$ cat src/dos_pkg.sv
// Shared constants for the deserializer output-state and port-select control block.
// Assumes a single 100 MHz clock domain and byte-wide registers on the serial control port.
package dos_pkg;
   // ------------------------------------------------------------
   // Register offsets
   // ------------------------------------------------------------
   localparam logic [7:0] REG_GEN_CFG   = 8'h02;
   localparam logic [7:0] REG_PORT_SEL  = 8'h34;
   localparam logic [7:0] REG_LINK_STAT = 8'h1C;
   localparam logic [7:0] REG_PORT_CFG  = 8'h1D;
   // ------------------------------------------------------------
   // Field positions and reset values
   // ------------------------------------------------------------
   localparam int         GEN_OE_BIT    = 7;
   localparam int         GEN_FBCLK_BIT = 5;
   localparam int         GEN_SLEEP_BIT = 4;
   localparam int         FIRST_PICK    = 0;
   localparam int         SECOND_PICK   = 1;
   localparam logic [7:0] GEN_CFG_RST   = 8'h90;
   localparam logic [1:0] PSEL_RST      = 2'h1;
   localparam logic [7:0] PORT_CFG_RST  = 8'h00;
   localparam logic [6:0] DEV_ADDR_DEF  = 7'h2C; // Arbitrary target address
   // ------------------------------------------------------------
   // Timing counts in mclk cycles
   // ------------------------------------------------------------
   localparam int         LOCK_CYC_DEF  = 64;
   localparam int         IDLE_CYC_DEF  = 16;
   // ------------------------------------------------------------
   // Control port states
   // ------------------------------------------------------------
   typedef enum logic [2:0] {
      ST_IDLE = 3'h0,
      ST_ADDR = 3'h1,
      ST_AACK = 3'h3,
      ST_WRX  = 3'h2,
      ST_WACK = 3'h6,
      ST_RTX  = 3'h7,
      ST_RACK = 3'h5
   } dos_state_e;
endpackage : dos_pkg
$ cat src/dos_ctrl.sv
// Output-state control, fallback clock, port-select registers and serial control target.
// Assumes scl/sda and all link inputs are synchronous to mclk; sda is open drain, pad outside.
`timescale 1ns/1ns
//
// Operation
// - After power-down release, start locking; lock pin low or floating per output enable; lock_oe_n stays low here outside reset and power-down.
// - When the lock sequence completes, drive lock high, outputs valid.
// - Lock from embedded clock alone, no reference, any data pattern.
// - Power-down low floats lock, parallel and LVDS outputs regardless of settings.
// - Output enable clear: sleep 0 drives all low; sleep 1 lock shows link, rest float.
// - Enabled, static input: lock and parallel low; LVDS low or oscillator per sleep.
// - Enabled, active input: sleep 1 gives valid outputs; sleep 0 holds all low.
// - Without input clock, oscillator clock may be driven on LVDS clock pairs.
// - Fallback clock gated by bit 5 of register general_output_config.
// - Two per-port register copies chosen by select bits 1:0 at 0x34.
// - Shared registers reachable whatever the port select bits hold.
// - Reads return selected copy; both bits set returns the second port copy.
// - Writes update every copy whose select bit is set.
// - Registers programmed through an I2C-compatible target port.
module dos_ctrl
   import dos_pkg::*;
#(
   parameter int         PAR_W    = 24,
   parameter int         LOCK_CYC = dos_pkg::LOCK_CYC_DEF,
   parameter int         IDLE_CYC = dos_pkg::IDLE_CYC_DEF,
   parameter logic [6:0] DEV_ADDR = dos_pkg::DEV_ADDR_DEF
) (
   input  wire logic             mclk,
   input  wire logic             rst_n,
   input  wire logic             power_down_n,
   input  wire logic             emb_clk_edge,
   input  wire logic             osc_tick,
   input  wire logic [PAR_W-1:0] rx_par_data,
   input  wire logic [7:0]       rx_lvds_data,
   input  wire logic [1:0]       rx_lvds_clk,
   input  wire logic             scl_i,
   input  wire logic             sda_i,
   output logic                  sda_o,
   output logic                  sda_oe_n,
   output logic                  lock_o,
   output logic                  lock_oe_n,
   output logic [PAR_W-1:0]      par_o,
   output logic                  par_oe_n,
   output logic [7:0]            lvds_d_o,
   output logic [1:0]            lvds_clk_o,
   output logic                  lvds_oe_n,
   output logic [1:0]            port_cfg_o [2]
);
   // ------------------------------------------------------------
   // Lock sequence
   // ------------------------------------------------------------
   logic link_active;
   logic link_locked;
   wire  run = rst_n & power_down_n;
   if (PAR_W < 1 || PAR_W > 64) begin : g_bad
      $error("dos_ctrl: PAR_W out of range");
   end

   dos_lock_seq #(.LOCK_CYC(LOCK_CYC), .IDLE_CYC(IDLE_CYC)) u_lock (
      .mclk         (mclk),
      .rst_n        (rst_n),
      .power_down_n (power_down_n),
      .emb_clk_edge (emb_clk_edge),
      .link_active  (link_active),
      .link_locked  (link_locked)
   );

   // ------------------------------------------------------------
   // Registers
   // ------------------------------------------------------------
   logic [7:0] gen_cfg_q;
   logic [1:0] psel_q;
   logic [7:0] pcfg_q [2];
   logic       wr_stb;
   logic [7:0] ptr_q;
   logic [7:0] sh_q;
   logic [7:0] rd_data;
   wire        oe_en   = gen_cfg_q[GEN_OE_BIT];
   wire        sleep   = gen_cfg_q[GEN_SLEEP_BIT];
   wire        fb_en   = gen_cfg_q[GEN_FBCLK_BIT];
   wire        hit_gen = ptr_q == REG_GEN_CFG;
   wire        hit_ps  = ptr_q == REG_PORT_SEL;
   wire        hit_pc  = ptr_q == REG_PORT_CFG;
   wire        hit_st  = ptr_q == REG_LINK_STAT;
   // Second copy wins when both picks are set; no pick reads the first copy
   wire [7:0]  pcfg_rd = psel_q[SECOND_PICK] ? pcfg_q[1] : pcfg_q[0];

   // Shared registers decode without looking at the picks
   assign rd_data = hit_gen ? gen_cfg_q :
                    hit_ps  ? {6'h00, psel_q} :
                    hit_st  ? {6'h00, link_active, link_locked} :
                    hit_pc  ? pcfg_rd : 8'h00;

   always_ff @(posedge mclk) begin
      if (!run) begin
         gen_cfg_q <= GEN_CFG_RST;
         psel_q    <= PSEL_RST;
      end else if (wr_stb && hit_gen) begin
         gen_cfg_q <= sh_q;
      end else if (wr_stb && hit_ps) begin
         psel_q    <= sh_q[1:0];
      end
   end

   always_ff @(posedge mclk) begin
      for (int p = 0; p < 2; p++) begin
         if (!run) begin
            pcfg_q[p] <= PORT_CFG_RST;
         end else if (wr_stb && hit_pc && psel_q[p]) begin
            pcfg_q[p] <= sh_q;
         end
      end
   end
   assign port_cfg_o = '{pcfg_q[0][1:0], pcfg_q[1][1:0]};

   // ------------------------------------------------------------
   // Serial control target
   // ------------------------------------------------------------
   dos_state_e st_q;
   dos_state_e st_d;
   logic       scl_q;
   logic       sda_q;
   logic [3:0] cnt_q;
   logic [3:0] cnt_d;
   logic [7:0] sh_d;
   logic [7:0] tx_q;
   logic [7:0] tx_d;
   logic [7:0] ptr_d;
   logic       first_q;
   logic       first_d;
   logic       rw_q;
   logic       rw_d;
   logic       drv_q;
   logic       drv_d;
   wire        rise   = scl_i & ~scl_q;
   wire        fall   = ~scl_i & scl_q;
   wire        start  = scl_i & scl_q & sda_q & ~sda_i;
   wire        stop   = scl_i & scl_q & ~sda_q & sda_i;
   wire        byte_f = fall && (cnt_q == 4'h8);
   wire [2:0]  tx_idx = 3'(4'h7 - cnt_q);

   assign wr_stb   = (st_q == ST_WRX) && byte_f && !first_q;
   assign sda_o    = 1'b0;
   assign sda_oe_n = ~drv_q;

   always_comb begin
      st_d    = st_q;
      cnt_d   = rise ? cnt_q + 4'h1 : cnt_q;
      sh_d    = rise ? {sh_q[6:0], sda_i} : sh_q;
      tx_d    = tx_q;
      ptr_d   = ptr_q;
      first_d = first_q;
      rw_d    = rw_q;
      drv_d   = drv_q;
      if (start) begin
         st_d    = ST_ADDR;
         cnt_d   = 4'h0;
         first_d = 1'b1;
         drv_d   = 1'b0;
      end else if (stop) begin
         st_d  = ST_IDLE;
         drv_d = 1'b0;
      end else if (fall) begin
         case (st_q)
            ST_ADDR: begin
               if (cnt_q == 4'h8) begin
                  cnt_d = 4'h0;
                  rw_d  = sh_q[0];
                  drv_d = sh_q[7:1] == DEV_ADDR;
                  st_d  = (sh_q[7:1] == DEV_ADDR) ? ST_AACK : ST_IDLE;
               end
            end
            ST_AACK, ST_RACK: begin
               cnt_d = 4'h0;
               if (rw_q && (st_q == ST_AACK || !sh_q[0])) begin
                  tx_d  = rd_data;
                  drv_d = ~rd_data[7];
                  st_d  = ST_RTX;
               end else begin
                  drv_d = 1'b0;
                  st_d  = rw_q ? ST_IDLE : ST_WRX;
               end
            end
            ST_WRX: begin
               if (cnt_q == 4'h8) begin
                  cnt_d   = 4'h0;
                  first_d = 1'b0;
                  ptr_d   = first_q ? sh_q : ptr_q + 8'h01;
                  drv_d   = 1'b1;
                  st_d    = ST_WACK;
               end
            end
            ST_WACK: begin
               cnt_d = 4'h0;
               drv_d = 1'b0;
               st_d  = ST_WRX;
            end
            ST_RTX: begin
               if (cnt_q == 4'h8) begin
                  cnt_d = 4'h0;
                  drv_d = 1'b0;
                  ptr_d = ptr_q + 8'h01;
                  st_d  = ST_RACK;
               end else begin
                  drv_d = ~tx_q[tx_idx];
               end
            end
            default: st_d = ST_IDLE;
         endcase
      end
   end

   always_ff @(posedge mclk) begin
      if (!run) begin
         st_q    <= ST_IDLE;
         scl_q   <= 1'b1;
         sda_q   <= 1'b1;
         cnt_q   <= 4'h0;
         sh_q    <= 8'h00;
         tx_q    <= 8'h00;
         ptr_q   <= 8'h00;
         first_q <= 1'b1;
         rw_q    <= 1'b0;
         drv_q   <= 1'b0;
      end else begin
         st_q    <= st_d;
         scl_q   <= scl_i;
         sda_q   <= sda_i;
         cnt_q   <= cnt_d;
         sh_q    <= sh_d;
         tx_q    <= tx_d;
         ptr_q   <= ptr_d;
         first_q <= first_d;
         rw_q    <= rw_d;
         drv_q   <= drv_d;
      end
   end

   // ------------------------------------------------------------
   // Output state decision
   // ------------------------------------------------------------
   logic osc_q;
   wire  valid_out = oe_en & sleep & link_locked;
   // Oscillator only stands in while the link clock is gone
   wire  fb_drive  = oe_en & ~sleep & fb_en & ~link_active;
   wire  lock_d    = ~oe_en ? (sleep & link_locked) : (sleep & link_locked);
   wire  lock_oen_d = 1'b0;
   wire  par_oen_d  = ~oe_en & sleep;
   wire  [1:0] ck_d = valid_out ? rx_lvds_clk : (fb_drive ? {2{osc_q}} : 2'h0);

   always_ff @(posedge mclk) begin
      if (!run) begin
         osc_q      <= 1'b0;
         lock_o     <= 1'b0;
         lock_oe_n  <= 1'b1;
         par_o      <= '0;
         par_oe_n   <= 1'b1;
         lvds_d_o   <= 8'h00;
         lvds_clk_o <= 2'h0;
         lvds_oe_n  <= 1'b1;
      end else begin
         osc_q      <= osc_q ^ osc_tick;
         lock_o     <= lock_d;
         lock_oe_n  <= lock_oen_d;
         par_o      <= valid_out ? rx_par_data : '0;
         par_oe_n   <= par_oen_d;
         lvds_d_o   <= valid_out ? rx_lvds_data : 8'h00;
         lvds_clk_o <= ck_d;
         lvds_oe_n  <= par_oen_d;
      end
   end
endmodule : dos_ctrl

$ cat src/dos_lock_seq.sv
// Link activity detection and lock sequence for the recovered embedded clock.
// Assumes emb_clk_edge marks each embedded clock edge seen by clock recovery, synchronous to mclk.
`timescale 1ns/1ns
module dos_lock_seq #(
   parameter int LOCK_CYC = dos_pkg::LOCK_CYC_DEF,
   parameter int IDLE_CYC = dos_pkg::IDLE_CYC_DEF
) (
   input  wire logic mclk,
   input  wire logic rst_n,
   input  wire logic power_down_n,
   input  wire logic emb_clk_edge,
   output logic      link_active,
   output logic      link_locked
);
   import dos_pkg::*;

   logic [15:0] idle_q;
   logic [15:0] idle_d;
   logic [15:0] lock_cnt_q;
   logic [15:0] lock_cnt_d;
   logic        locked_q;
   logic        locked_d;
   wire         run = rst_n & power_down_n;

   if (LOCK_CYC < 2 || LOCK_CYC > 65535 || IDLE_CYC < 2 || IDLE_CYC > 65535) begin : g_bad
      $error("dos_lock_seq: counts out of range");
   end

   // Only the embedded clock edges are watched, so any data pattern locks
   assign idle_d      = emb_clk_edge ? 16'h0000 : ((idle_q < 16'(IDLE_CYC)) ? idle_q + 16'h0001 : idle_q);
   assign link_active = idle_q < 16'(IDLE_CYC);
   assign lock_cnt_d  = !link_active ? 16'h0000 :
                        ((lock_cnt_q < 16'(LOCK_CYC)) ? lock_cnt_q + 16'h0001 : lock_cnt_q);
   // Losing activity drops lock on the next cycle
   assign locked_d    = link_active && (lock_cnt_q == 16'(LOCK_CYC));
   assign link_locked = locked_q;

   always_ff @(posedge mclk) begin
      if (!run) begin
         idle_q     <= 16'(IDLE_CYC);
         lock_cnt_q <= 16'h0000;
         locked_q   <= 1'b0;
      end else begin
         idle_q     <= idle_d;
         lock_cnt_q <= lock_cnt_d;
         locked_q   <= locked_d;
      end
   end
endmodule : dos_lock_seq

$ cat config.mk
export PLATFORM = sky130hd
export DESIGN_NAME = dos_ctrl
export DESIGN_NICKNAME = d
export VERILOG_FILES = /design/src/dos_pkg.sv /design/src/dos_ctrl.sv /design/src/dos_lock_seq.sv
export SDC_FILE = /design/constraint.sdc
export NUM_CORES = 1
export LEC_CHECK = 0
export BUFFER_PORTS_ARGS = -buffer_cell sky130_fd_sc_hd__clkbuf_2
export CORE_MARGIN = 2
export CORE_UTILIZATION = 37
export CTS_BUF_LIST = sky130_fd_sc_hd__clkbuf_16
export DETAILED_ROUTE_END_ITERATION = 10
export PLACE_DENSITY = 0.55
export SLEW_MARGIN = 20
export SYNTH_ARGS = -nofsm -noshare
export SYNTH_HDL_FRONTEND = slang
export SYNTH_SLANG_ARGS = --single-unit
$ cat constraint.sdc
create_clock -name mclk -period 5.1 [get_ports mclk]
set_input_delay 0.765 -clock mclk [delete_from_list [all_inputs] [get_ports mclk]]
set_output_delay 0.765 -clock mclk [all_outputs]
set_load 0.05 [all_outputs]
# Word level (Yosys, flattened, before mapping)
# Memory sizes are Yosys's and may differ from the RTL's.
# Index checks and enable logic that the tools add are counted.
# classes
n_lt_le_gt_ge	3
n_bitwise	32
n_addsub	5
eq_ne	19
mux	44
n_reduce_logical	33
# op_table
operator	n
two-way mux 8 bit	10
adder 16 x 1 -> 16 bit, second input constant	2
equality test 16 x 7 -> 1 bit, second input constant	1
equality test 8 x 5 -> 1 bit, second input constant	2
less-than comparator 16 x 5 -> 1 bit, second input constant	1
less-than comparator 16 x 7 -> 1 bit, second input constant	1
two-way mux 4 bit	4
case mux 8 bit (2 select lines)	1
AND reduction 4 bit	4
bitwise AND 1 bit	15
two-way mux 1 bit	15
case mux 3 bit (5 select lines)	1
NOT 1 bit	14
two-way mux 3 bit	4
!= test 4 bit, second input constant	3
logical AND 1 bit	10
two-way mux 5 bit	2
AND reduction 5 bit	2
equality test 3 bit, second input constant	3
OR reduction 3 bit	3
adder 8 x 1 -> 8 bit, second input constant	1
equality test 8 x 2 -> 1 bit, second input constant	1
equality test 8 x 6 -> 1 bit, second input constant	1
two-way mux 2 bit	4
21 further kinds	31
# word_totals
mem_count	1
ramBits	16
out_inout_bits	44
in_bits	41
elab_cells	161
reg_bits	117
# mem_list
memory	depth	word_bits	read_ports	rd_ports_with_merged_regs	write_ports	line_no	rtl
pcfg_q	2	8	2	0	2	dos_ctrl.sv:73	logic [7:0] pcfg_q [2];

# Depth between registers and ports, before layout
# Gate-level depths: netlist of run 1.
# logic_depth
word_depth	11
depth_mapped	8
mapped_depth_nobuf	7

# By module
# Synthesis of run 1 repeated with hierarchy kept, for this count alone.
# unflattened
hier_cells	577
hier_area_um2	5461.5
# modules_own_cells
mod	cells_per_inst	area_each_um2	instances	seq_area_each_um2
dos_ctrl	458	4264.1	1	2162.1
dos_lock_seq	119	1197.4	1	660.6

# Worst setup path after synthesis of run 1
# No wires, ideal clock.
# synth_path
path_kind	input to register
start	input port scl_i
end	memory pcfg_q[1][0] (enable)
required_ns	4.771
path_slack_ns	2.906
arrival_ns	1.865
cell_stages	6
path_buffers	1
path_cell_list	nand2b_1 clkbuf_1 nor4_4 and4_1 nand2_1 nand2_1
# synth_lines
element	line_no	rtl
from (decl)	dos_ctrl.sv:36	input wire logic scl_i,
to (decl)	dos_ctrl.sv:73	

==> flow_summary.yaml, run 1 <==
yosys:
  ys_warn_count: 0
  synth-seq-cells: 133
  synthesis.area_mm2: 0.00534
  syn_inst: 562
  synth_ff_type: "dfxtp_1"
  synth-seq-area-share: 0.528
  yosysUniqueCellTypes: 60
  async_flop_share: 0
  avgSynthCellArea_um2: 9.51
  synth-edff-count: 16
  synthesis.nets: 612
critical_path:
  crit_buf_inv: 0
  rr_endpoint: "pcfg_q[1][3]"
  endpoint: "pcfg_q[1][3]"
  worstPathRequired_ps: 5180
  cp-startpoint: "st_q[1]"
  crit_family: "simple AND/OR/NAND/NOR gates"
  cp.depth: 5
  r2r-start: "st_q[1]"
  cp-end-kind: "flip-flop"
  cpMostUsedCell: "nand2_1"
  cp_max_fo: 16
  r2r_slack_ps: 2370
  arrival_ps: 2820
  crit_slowest_cell: "nor4_4"
  worst_setup_path_start_kind: "flip-flop"
  crit_path_cell_trace: "or3b_4 -> nor4_4 -> and4_1 -> nand2_1 -> nand2_1"
  critPathMaxStageDelay_ps: 620
  r2r_cells: 5
  crit_type: "flip-flop to flip-flop"
placed_design:
  hpwl_um: 8460
  port_buffers: 83
  dp_slack_ps: 2190
  dpl-instance-area_mm2: 0.00585
  routabilityCongestion: 0.851
clocking:
  hold_buffers: 0
  clk_latency_ps: 420
  clockRootBuffer: "clkbuf_16"
  cts_buffers: 17
  cts-resized-gates: 0
  cts_max_path_buffers: 2
  path_clk_slew_ps: 60
  cts_tree: "yes"
  cts_setup_buffers: 0
  cts.sinks: 133
  htreeDepth: 4
global_route:
  grt_pass1_vias: 3983
  grt_first_pass_wirelength_um: 19600
  grt_usage: 0.167
  antenna_found_initial: 0
  grt_remaining_overflow: 0
  grt_start_max_net_pins: 37
drt:
  ant_nets: 0
  drtIter0Drc: 194
  vias_per_cell: 5.02
  vias: 4148
  drc: 0
  dr.pass1.iters: 4
  wl_um: 12200
  wl_per_cell_um: 14.8
layout:
  num-nets-final: 683
  final_cell_mix: "dfxtp_1, clkbuf_2, and2_1, nand2_1, nor2_1"
  synthToLayoutAreaGrowth_pct: 19.8
  layout-drive-gt1-share: 0.195
  layout_commonest_cell: "dfxtp_1"
  antennaDiodeCount: 0
  stdcell_area_mm2: 0.00640
min_path:
  hp-start: "u_lock.idle_q[15]"
  hp-class: "flip-flop to flip-flop"
power:
  combPwrFrac: 0.027
  p_int_uw: 1760
  leakage_uw: 0.00254
  p_seq_frac: 0.472
  irDropWorstVdd_mv: 0.223
  swShare: 0.227
  p_switching_uw: 516
  share_clk_of_total_power: 0.501
  power.density_mw_per_mm2: 356
sta:
  finalCritPeriodShare: 0.536
  max_slew.worst_pin.slew_ps: 1050
  fin_setup_tns_ps: 0
  setup_viol: 0
  grt_setup_unrepaired: "false"
  clock.fmax_mhz: 366
  whs_ps: 456
  slew_headroom: 0.298
  layout_setup_ws_ps: 2370
  fin_worst_skew_ps: 6.90
  drv_slew: 0
  hold_viol_final: 0
  finalCriticalPeriod_ps: 2730
floorplanning:
  start_util: 0.382
  die_w_um: 124
  die_h_um: 124
  io_pins: 85
  fp.coreArea_mm2: 0.0140
  num_rows: 43
  dieArea_mm2: 0.0154
outcome:
  status: "completed"
flow_run:
  cap_violations: 0
[cell usage after synthesis, types with 5 or more instances]
cell / instances / share of area
dfxtp_1: 117 / 0.44
and2_1: 62 / 0.073
nand2_1: 55 / 0.039
nor2_1: 39 / 0.027
a21oi_1: 38 / 0.036
nand3_1: 26 / 0.024
o21ai_0: 24 / 0.022
clkbuf_1: 22 / 0.015
edfxtp_1: 16 / 0.090
inv_1: 13 / 0.0091
and3_1: 12 / 0.014
mux2i_1: 10 / 0.019
ha_1: 9 / 0.021
a211oi_1: 8 / 0.011
nor3_1: 8 / 0.0075
nor4_1: 7 / 0.0082
or3_1: 7 / 0.0082
xnor2_1: 7 / 0.011
buf_4: 6 / 0.0084
nand2b_1: 5 / 0.0059
nand4_1: 5 / 0.0059
[flip-flops by register name, indices dropped and copies added, names as in the netlist, 2 cells and up]
name / count
cnt_q: 4
gen_cfg_q: 8
lvds_clk_o: 2
lvds_d_o: 8
par_o: 24
pcfg_q: 16
psel_q: 2
ptr_q: 8
sh_q: 8
st_q: 3
tx_q: 8
u_lock.idle_q: 16
u_lock.lock_cnt_q: 16
[routing by layer]
metal | track usage | up-vias | wire length, um
li1 | - | 2088 | -
met1 | 0.207 | 1922 | 5390
met2 | 0.272 | 123 | 5840
met3 | 0.0545 | 15 | 764
met4 | 0.0611 | 0 | 216
met5 | 0 | - | 0
[power groups by stage]
stage	Combinational (uW)	Sequential [uW]	Clock (uW)
4_1_cts	63.5	1070	1160
3_3_place_gp	61.9	1100	0
3_5_place_dp	63.2	1100	0
5_1_grt	68.6	1070	1210
2_1_floorplan	38.6	1100	0
6_report	62.5	1070	1140
[cell families after synthesis]
kind of cell    Yosys count  synth area share
compound gates           98             0.112
other cells               1          0.000702
buf+inv                  47            0.0393
flops                   133             0.528
mux                      13            0.0293
fa+ha+maj                 9            0.0211
xor+xnor                 11            0.0180
simple gates            250             0.252
[through the flow]
| step | total power, uW | instances | util |
|---|---|---|---|
| after detailed placement | 1160 | 794 | 0.418 |
| after CTS | 2300 | 826 | 0.458 |
| after global placement | 1160 | 794 | 0.418 |
| final | 2280 | 826 | 0.458 |
| after floorplan | 1140 | 562 | - |
| after global routing | 2350 | 826 | 0.458 |
[final cells by class]
cell class	count	area [um2]
clock buffer	17	425
clock inverter	15	131
fill	1352	7590
inverter	13	48.8
multi-input combinational	382	2310
sequential	133	2820
tap	180	225
timing repair buffer	86	438
[worst reg2reg max path, stage by stage (launching register included)]
cell and delay [ps]:
dfxtp_1 600, or3b_4 460, nor4_4 630, and4_1 380, nand2_1 70, nand2_1 280
[worst min-delay path by stage]
stage / to / slack, ps / cells past startpoint
3_3_place_gp: u_lock.idle_q[11] / 440 / 1
4_1_cts: gen_cfg_q[1] / 460 / 2
6_report: u_lock.idle_q[15] / 460 / 1
3_5_place_dp: u_lock.idle_q[15] / 450 / 1
5_1_grt: u_lock.idle_q[8] / 480 / 1
2_1_floorplan: u_lock.idle_q[10] / 430 / 1
Note: power is estimated with default switching activity, not from simulation.
==> inputs of run 2 (changes only) <==
==> constraint.sdc (replaced) <==
create_clock -name mclk -period 2.6 [get_ports mclk]
set_input_delay 0.39 -clock mclk [delete_from_list [all_inputs] [get_ports mclk]]
set_output_delay 0.39 -clock mclk [all_outputs]
set_load 0.05 [all_outputs]
==> run 2 against run 1 <==
Effect of this change: count of clock-buffer cells in the layout up 1; critical path type unchanged; core utilization increased by 1.0 points; clock power grew 120%; critical path depth unchanged; highest routed layer unchanged.
==> flow_summary.yaml, run 2 (same netlist as run 1, synthesis figures left out) <==
outcome:
  status: "completed"
layout:
  regMostFlops: "par_o"
  num-nets-final: 692
  antennaDiodeCount: 0
  stdcell_area_mm2: 0.00655
  fill_cells: 1351
  synthToLayoutAreaGrowth_pct: 22.5
  final_cell_mix: "dfxtp_1, clkbuf_2, and2_1, nand2_1, nor2_1"
  layout_commonest_cell: "dfxtp_1"
  layout-drive-gt1-share: 0.205
  largest_reg_flops: 24
power:
  finalPower_uw: 4760
  irDropWorstVdd_mv: 0.420
  leakage_uw: 0.00262
  power.density_mw_per_mm2: 727
floorplanning:
  fp.coreArea_mm2: 0.0140
  io_pins: 85
  dieArea_mm2: 0.0154
  num_rows: 43
  start_util: 0.382
  die_h_um: 124
  die_w_um: 124
placed_design:
  routabilityCongestion: 0.861
  dp_slack_ps: 407
  hpwl_um: 8840
  dpl-instance-area_mm2: 0.00591
  port_buffers: 83
clocking:
  clockRootBuffer: "clkbuf_16"
  cts.sinks: 133
  clk_latency_ps: 410
  path_clk_slew_ps: 60
  cts_buffers: 17
  cts_max_path_buffers: 2
  hold_buffers: 0
  htreeDepth: 4
  cts_tree: "yes"
  cts_setup_buffers: 0
  cts-resized-gates: 0
drt:
  ant_nets: 0
  vias: 4196
  wl_per_cell_um: 14.8
  drtIter0Drc: 225
  dr.pass1.iters: 4
  wl_um: 12400
  vias_per_cell: 5.03
  drc: 0
critical_path:
  arrival_ps: 2260
  crit_buf_inv: 0
  cpMostUsedCell: "nand2_1"
  crit_type: "flip-flop to flip-flop"
  cp-end-kind: "flip-flop"
  critPathMaxStageDelay_ps: 450
  crit_slowest_cell: "or3b_4"
  worst_setup_path_start_kind: "flip-flop"
  crit_path_cell_trace: "or3b_4 -> nor4_4 -> and4_1 -> nand2_1 -> nand2_1"
  crit_family: "simple AND/OR/NAND/NOR gates"
  worstPathRequired_ps: 2680
  cp_max_fo: 15
sta:
  drv_slew: 0
  fin_setup_tns_ps: 0
  grt_setup_unrepaired: "false"
  hold_viol_final: 0
  slew_headroom: 0.638
  finalCritPeriodShare: 0.839
  layout_setup_ws_ps: 417
  finalCriticalPeriod_ps: 2180
  fin_worst_skew_ps: 7.48
  max_slew.worst_pin.slew_ps: 542
  whs_ps: 170
  setup_viol: 0
  clock.fmax_mhz: 458
global_route:
  grt_remaining_overflow: 0
  grt_pass1_vias: 4048
  grt_first_pass_wirelength_um: 20100
  antenna_found_initial: 0
  grt_start_max_net_pins: 35
  grt_usage: 0.172
flow_run:
  cap_violations: 0
min_path:
  hp-class: "primary input to flip-flop"
run 2: path summary, 6_finish.rpt:
path | start | endpoint | slack, ps | depth (start not counted)
worst max-delay path | st_q[2] | pcfg_q[1][6] | 420 | 5
worst min-delay path | rx_par_data[8] | par_o[8] | 170 | 2
worst max register to register | st_q[2] | pcfg_q[1][6] | 420 | 5
worst min register to register | u_lock.idle_q[7] | u_lock.idle_q[7] | 460 | 1
run 2: routing by layer:
| layer | vias to the layer above | part of all wire | track usage |
|---|---|---|---|
| met5 | - | 0 | 0 |
| met3 | 20 | 0.051 | 0.0467 |
| met1 | 1947 | 0.45 | 0.211 |
| li1 | 2117 | - | - |
| met2 | 112 | 0.48 | 0.282 |
| met4 | 0 | 0.022 | 0.0744 |
run 2: cell type report:
type / instances / area, um2 / area share
Inverter: 13 / 48.8 / 0.00746
Clock buffer: 18 / 450 / 0.0688
Tap cell: 180 / 225 / 0.0344
Timing Repair Buffer: 95 / 505 / 0.0772
Sequential cell: 133 / 2820 / 0.431
Clock inverter: 14 / 181 / 0.0277
Multi-Input combinational cell: 382 / 2310 / 0.353
run 2: stage by stage:
step,cells,util
floorplan,562,-
finish,835,0.468
global route,835,0.468
detailed placement,803,0.423
CTS,835,0.468
global placement,803,0.423
run 2: power by group:
part	leakage (uW)	switching (uW)	internal [uW]	total (uW)
clock	0.000304	874	1650	2520
combinational	0.00120	84.0	45.4	129
sequential	0.00112	10.2	2100	2110
==> inputs of run 3 (changes only) <==
--- a/config.mk
+++ b/config.mk
@@ -5,6 +5,7 @@
 export SDC_FILE = /design/constraint.sdc
 export NUM_CORES = 1
 export LEC_CHECK = 0
+export ABC_AREA = 1
 export BUFFER_PORTS_ARGS = -buffer_cell sky130_fd_sc_hd__clkbuf_2
 export CORE_MARGIN = 2
 export CORE_UTILIZATION = 37
==> constraint.sdc (replaced) <==
create_clock -name mclk -period 2.1 [get_ports mclk]
set_input_delay 0.315 -clock mclk [delete_from_list [all_inputs] [get_ports mclk]]
set_output_delay 0.315 -clock mclk [all_outputs]
set_load 0.05 [all_outputs]
==> run 3 against run 2 <==
Effect of this change: design area grew 3.0%; register-to-register slack lost 210 ps; routed wire length grew 0.90%; core utilization shrank 0.60 points; clock skew grew 1.9 ps; die area grew 3.9%; clock power grew 17%; synthesized area grew 4.1%; worst setup slack lost 210 ps; critical path type unchanged; largest power group unchanged.
==> flow_summary.yaml, run 3 <==
yosys:
  synth_top_area_share: 0.421
  synth-seq-area-share: 0.508
  synth_area_leaders: "dfxtp_1, edfxtp_1, nor2_1, inv_1, nand2_1"
  yosysUniqueCellTypes: 39
  synthAdderAreaFrac: 0.0202
  synthesis.nets: 766
  avgSynthCellArea_um2: 7.77
  synth-simple-area-share: 0.252
  async_flop_share: 0
  synth_top_family_by_area: "simple AND/OR/NAND/NOR gates"
  yosysTopAreaCell: "dfxtp_1"
  synth_xor_xnor_area_share: 0.0110
  synthesis.area_mm2: 0.00556
  syn_inst: 716
  ys_warn_count: 0
  synth_ff_type: "dfxtp_1"
  synth-edff-count: 16
  synthTopCellsByCount: "nor2_1, dfxtp_1, inv_1, nand2_1, nand3_1"
  yosysMostFrequentCell: "nor2_1"
  synthMuxAreaShare: 0
  synth-seq-cells: 133
  synth_compound_gate_area_share: 0.0994
critical_path:
  arrival_ps: 2010
  crit_type: "flip-flop to flip-flop"
  crit_path_cell_trace: "inv_1 -> ha_1 -> nand3_2 -> inv_2 -> nand2_1 -> nor2_4 -> nand2_4 -> nor2_4 -> nand2_1 -> nand2_2"
  cp-end-kind: "flip-flop"
  cp_max_fo: 8
  critPathMaxStageDelay_ps: 350
  worst_setup_path_start_kind: "flip-flop"
  crit_slowest_cell: "dfxtp_1"
  worstPathRequired_ps: 2210
sta:
  finalCritPeriodShare: 0.900
  setup_viol: 0
  fin_setup_tns_ps: 0
  whs_ps: 81.0
  drv_slew: 0
  grt_setup_unrepaired: "false"
  clock.fmax_mhz: 529
  fin_worst_skew_ps: 9.36
  hold_viol_final: 0
  finalCriticalPeriod_ps: 1890
  layout_setup_ws_ps: 209
layout:
  final_cell_mix: "nor2_1, dfxtp_1, inv_1, nand2_1, clkbuf_2"
  layout_commonest_cell: "nor2_1"
  antennaDiodeCount: 0
  largest_reg_flops: 24
  stdcell_count: 1002
  num-nets-final: 855
  stdcell_area_mm2: 0.00674
  layout-drive-gt1-share: 0.202
  synthToLayoutAreaGrowth_pct: 21.2
  regMostFlops: "par_o"
power:
  power.density_mw_per_mm2: 851
  leakage_uw: 0.00301
  p_seq_frac: 0.455
  p_switching_uw: 1400
  swShare: 0.243
  combPwrFrac: 0.033
  p_int_uw: 4340
  share_clk_of_total_power: 0.512
  irDropWorstVdd_mv: 0.558
global_route:
  grt_pass1_vias: 4579
  grt_start_max_net_pins: 33
  grt_remaining_overflow: 0
  grt_usage: 0.162
  antenna_found_initial: 0
  grt_first_pass_wirelength_um: 21000
drt:
  ant_nets: 0
  dr.pass1.iters: 4
  wl_um: 12500
  drtIter0Drc: 301
  vias_per_cell: 4.69
  drc: 0
  vias: 4703
  wl_per_cell_um: 12.5
placed_design:
  dpl-instance-area_mm2: 0.00615
  dp_slack_ps: 123
  routabilityCongestion: 0.886
  hpwl_um: 9240
  port_buffers: 83
  place_inst: 970
floorplanning:
  io_pins: 85
  start_util: 0.381
  dieArea_mm2: 0.0160
  num_rows: 44
  fp.coreArea_mm2: 0.0146
  die_w_um: 127
  die_h_um: 127
outcome:
  status: "completed"
clocking:
  htreeDepth: 4
  cts_tree: "yes"
  clk_latency_ps: 420
  cts_setup_buffers: 0
  cts.sinks: 133
  cts_buffers: 17
  hold_buffers: 0
  cts_max_path_buffers: 2
  cts-resized-gates: 0
  path_clk_slew_ps: 60
  clockRootBuffer: "clkbuf_16"
flow_run:
  cap_violations: 0
min_path:
  hp-class: "primary input to flip-flop"
## run 3: worst paths after layout
| check | start | end | slack [ps] | cells after the start |
|---|---|---|---|---|
| max | cnt_q[1] | pcfg_q[1][0] | 210 | 10 |
| max reg2reg | cnt_q[1] | pcfg_q[1][0] | 210 | 10 |
| min | rx_par_data[15] | par_o[15] | 80 | 3 |
| min reg2reg | u_lock.lock_cnt_q[8] | u_lock.lock_cnt_q[8] | 420 | 2 |
## run 3: area by class of cell
class	instances	area [um2]
multi-input combinational	434	2140
tap	184	230
sequential	133	2820
clock inverter	15	158
fill	1435	7850
clock buffer	17	425
inverter	127	482
timing repair buffer	92	483
## run 3: power groups by stage
stage               clock network [uW]  registers, uW  logic, uW
floorplan                            0           2670        119
global placement                     0           2660        188
detailed placement                   0           2670        191
CTS                               3010           2610        192
global route                      3130           2610        213
finish                            2940           2610        192
## run 3: cell families after synthesis
kind of cell    Yosys count
other cells               1
buf+inv                 149
compound gates          100
fa+ha+maj                 9
flops                   133
simple gates            317
xor+xnor                  7
## run 3: critical path: cells and delay by family, from the launching register on
family	cells	cell delay [ps]
and+or+nand+nor	7	830
adders and majority gates	1	200
DFF	1	350
buffers and inverters	2	210
## run 3: through the flow
step | utilization | total power [uW]
after CTS | 0.462 | 5810
after global placement | 0.422 | 2850
after floorplan | - | 2790
final | 0.462 | 5740
after global routing | 0.462 | 5950
after detailed placement | 0.422 | 2860
## run 3: routing by layer
metal / share of wire / GRT usage / wire [um] / vias to the layer above
met3: 0.057 / 0.0515 / 718 / 27
met4: 0.021 / 0.0692 / 261 / 0
met5: 0 / 0 / 0 / -
li1: - / - / - / 2409
met2: 0.45 / 0.252 / 5570 / 140
met1: 0.48 / 0.209 / 5950 / 2127
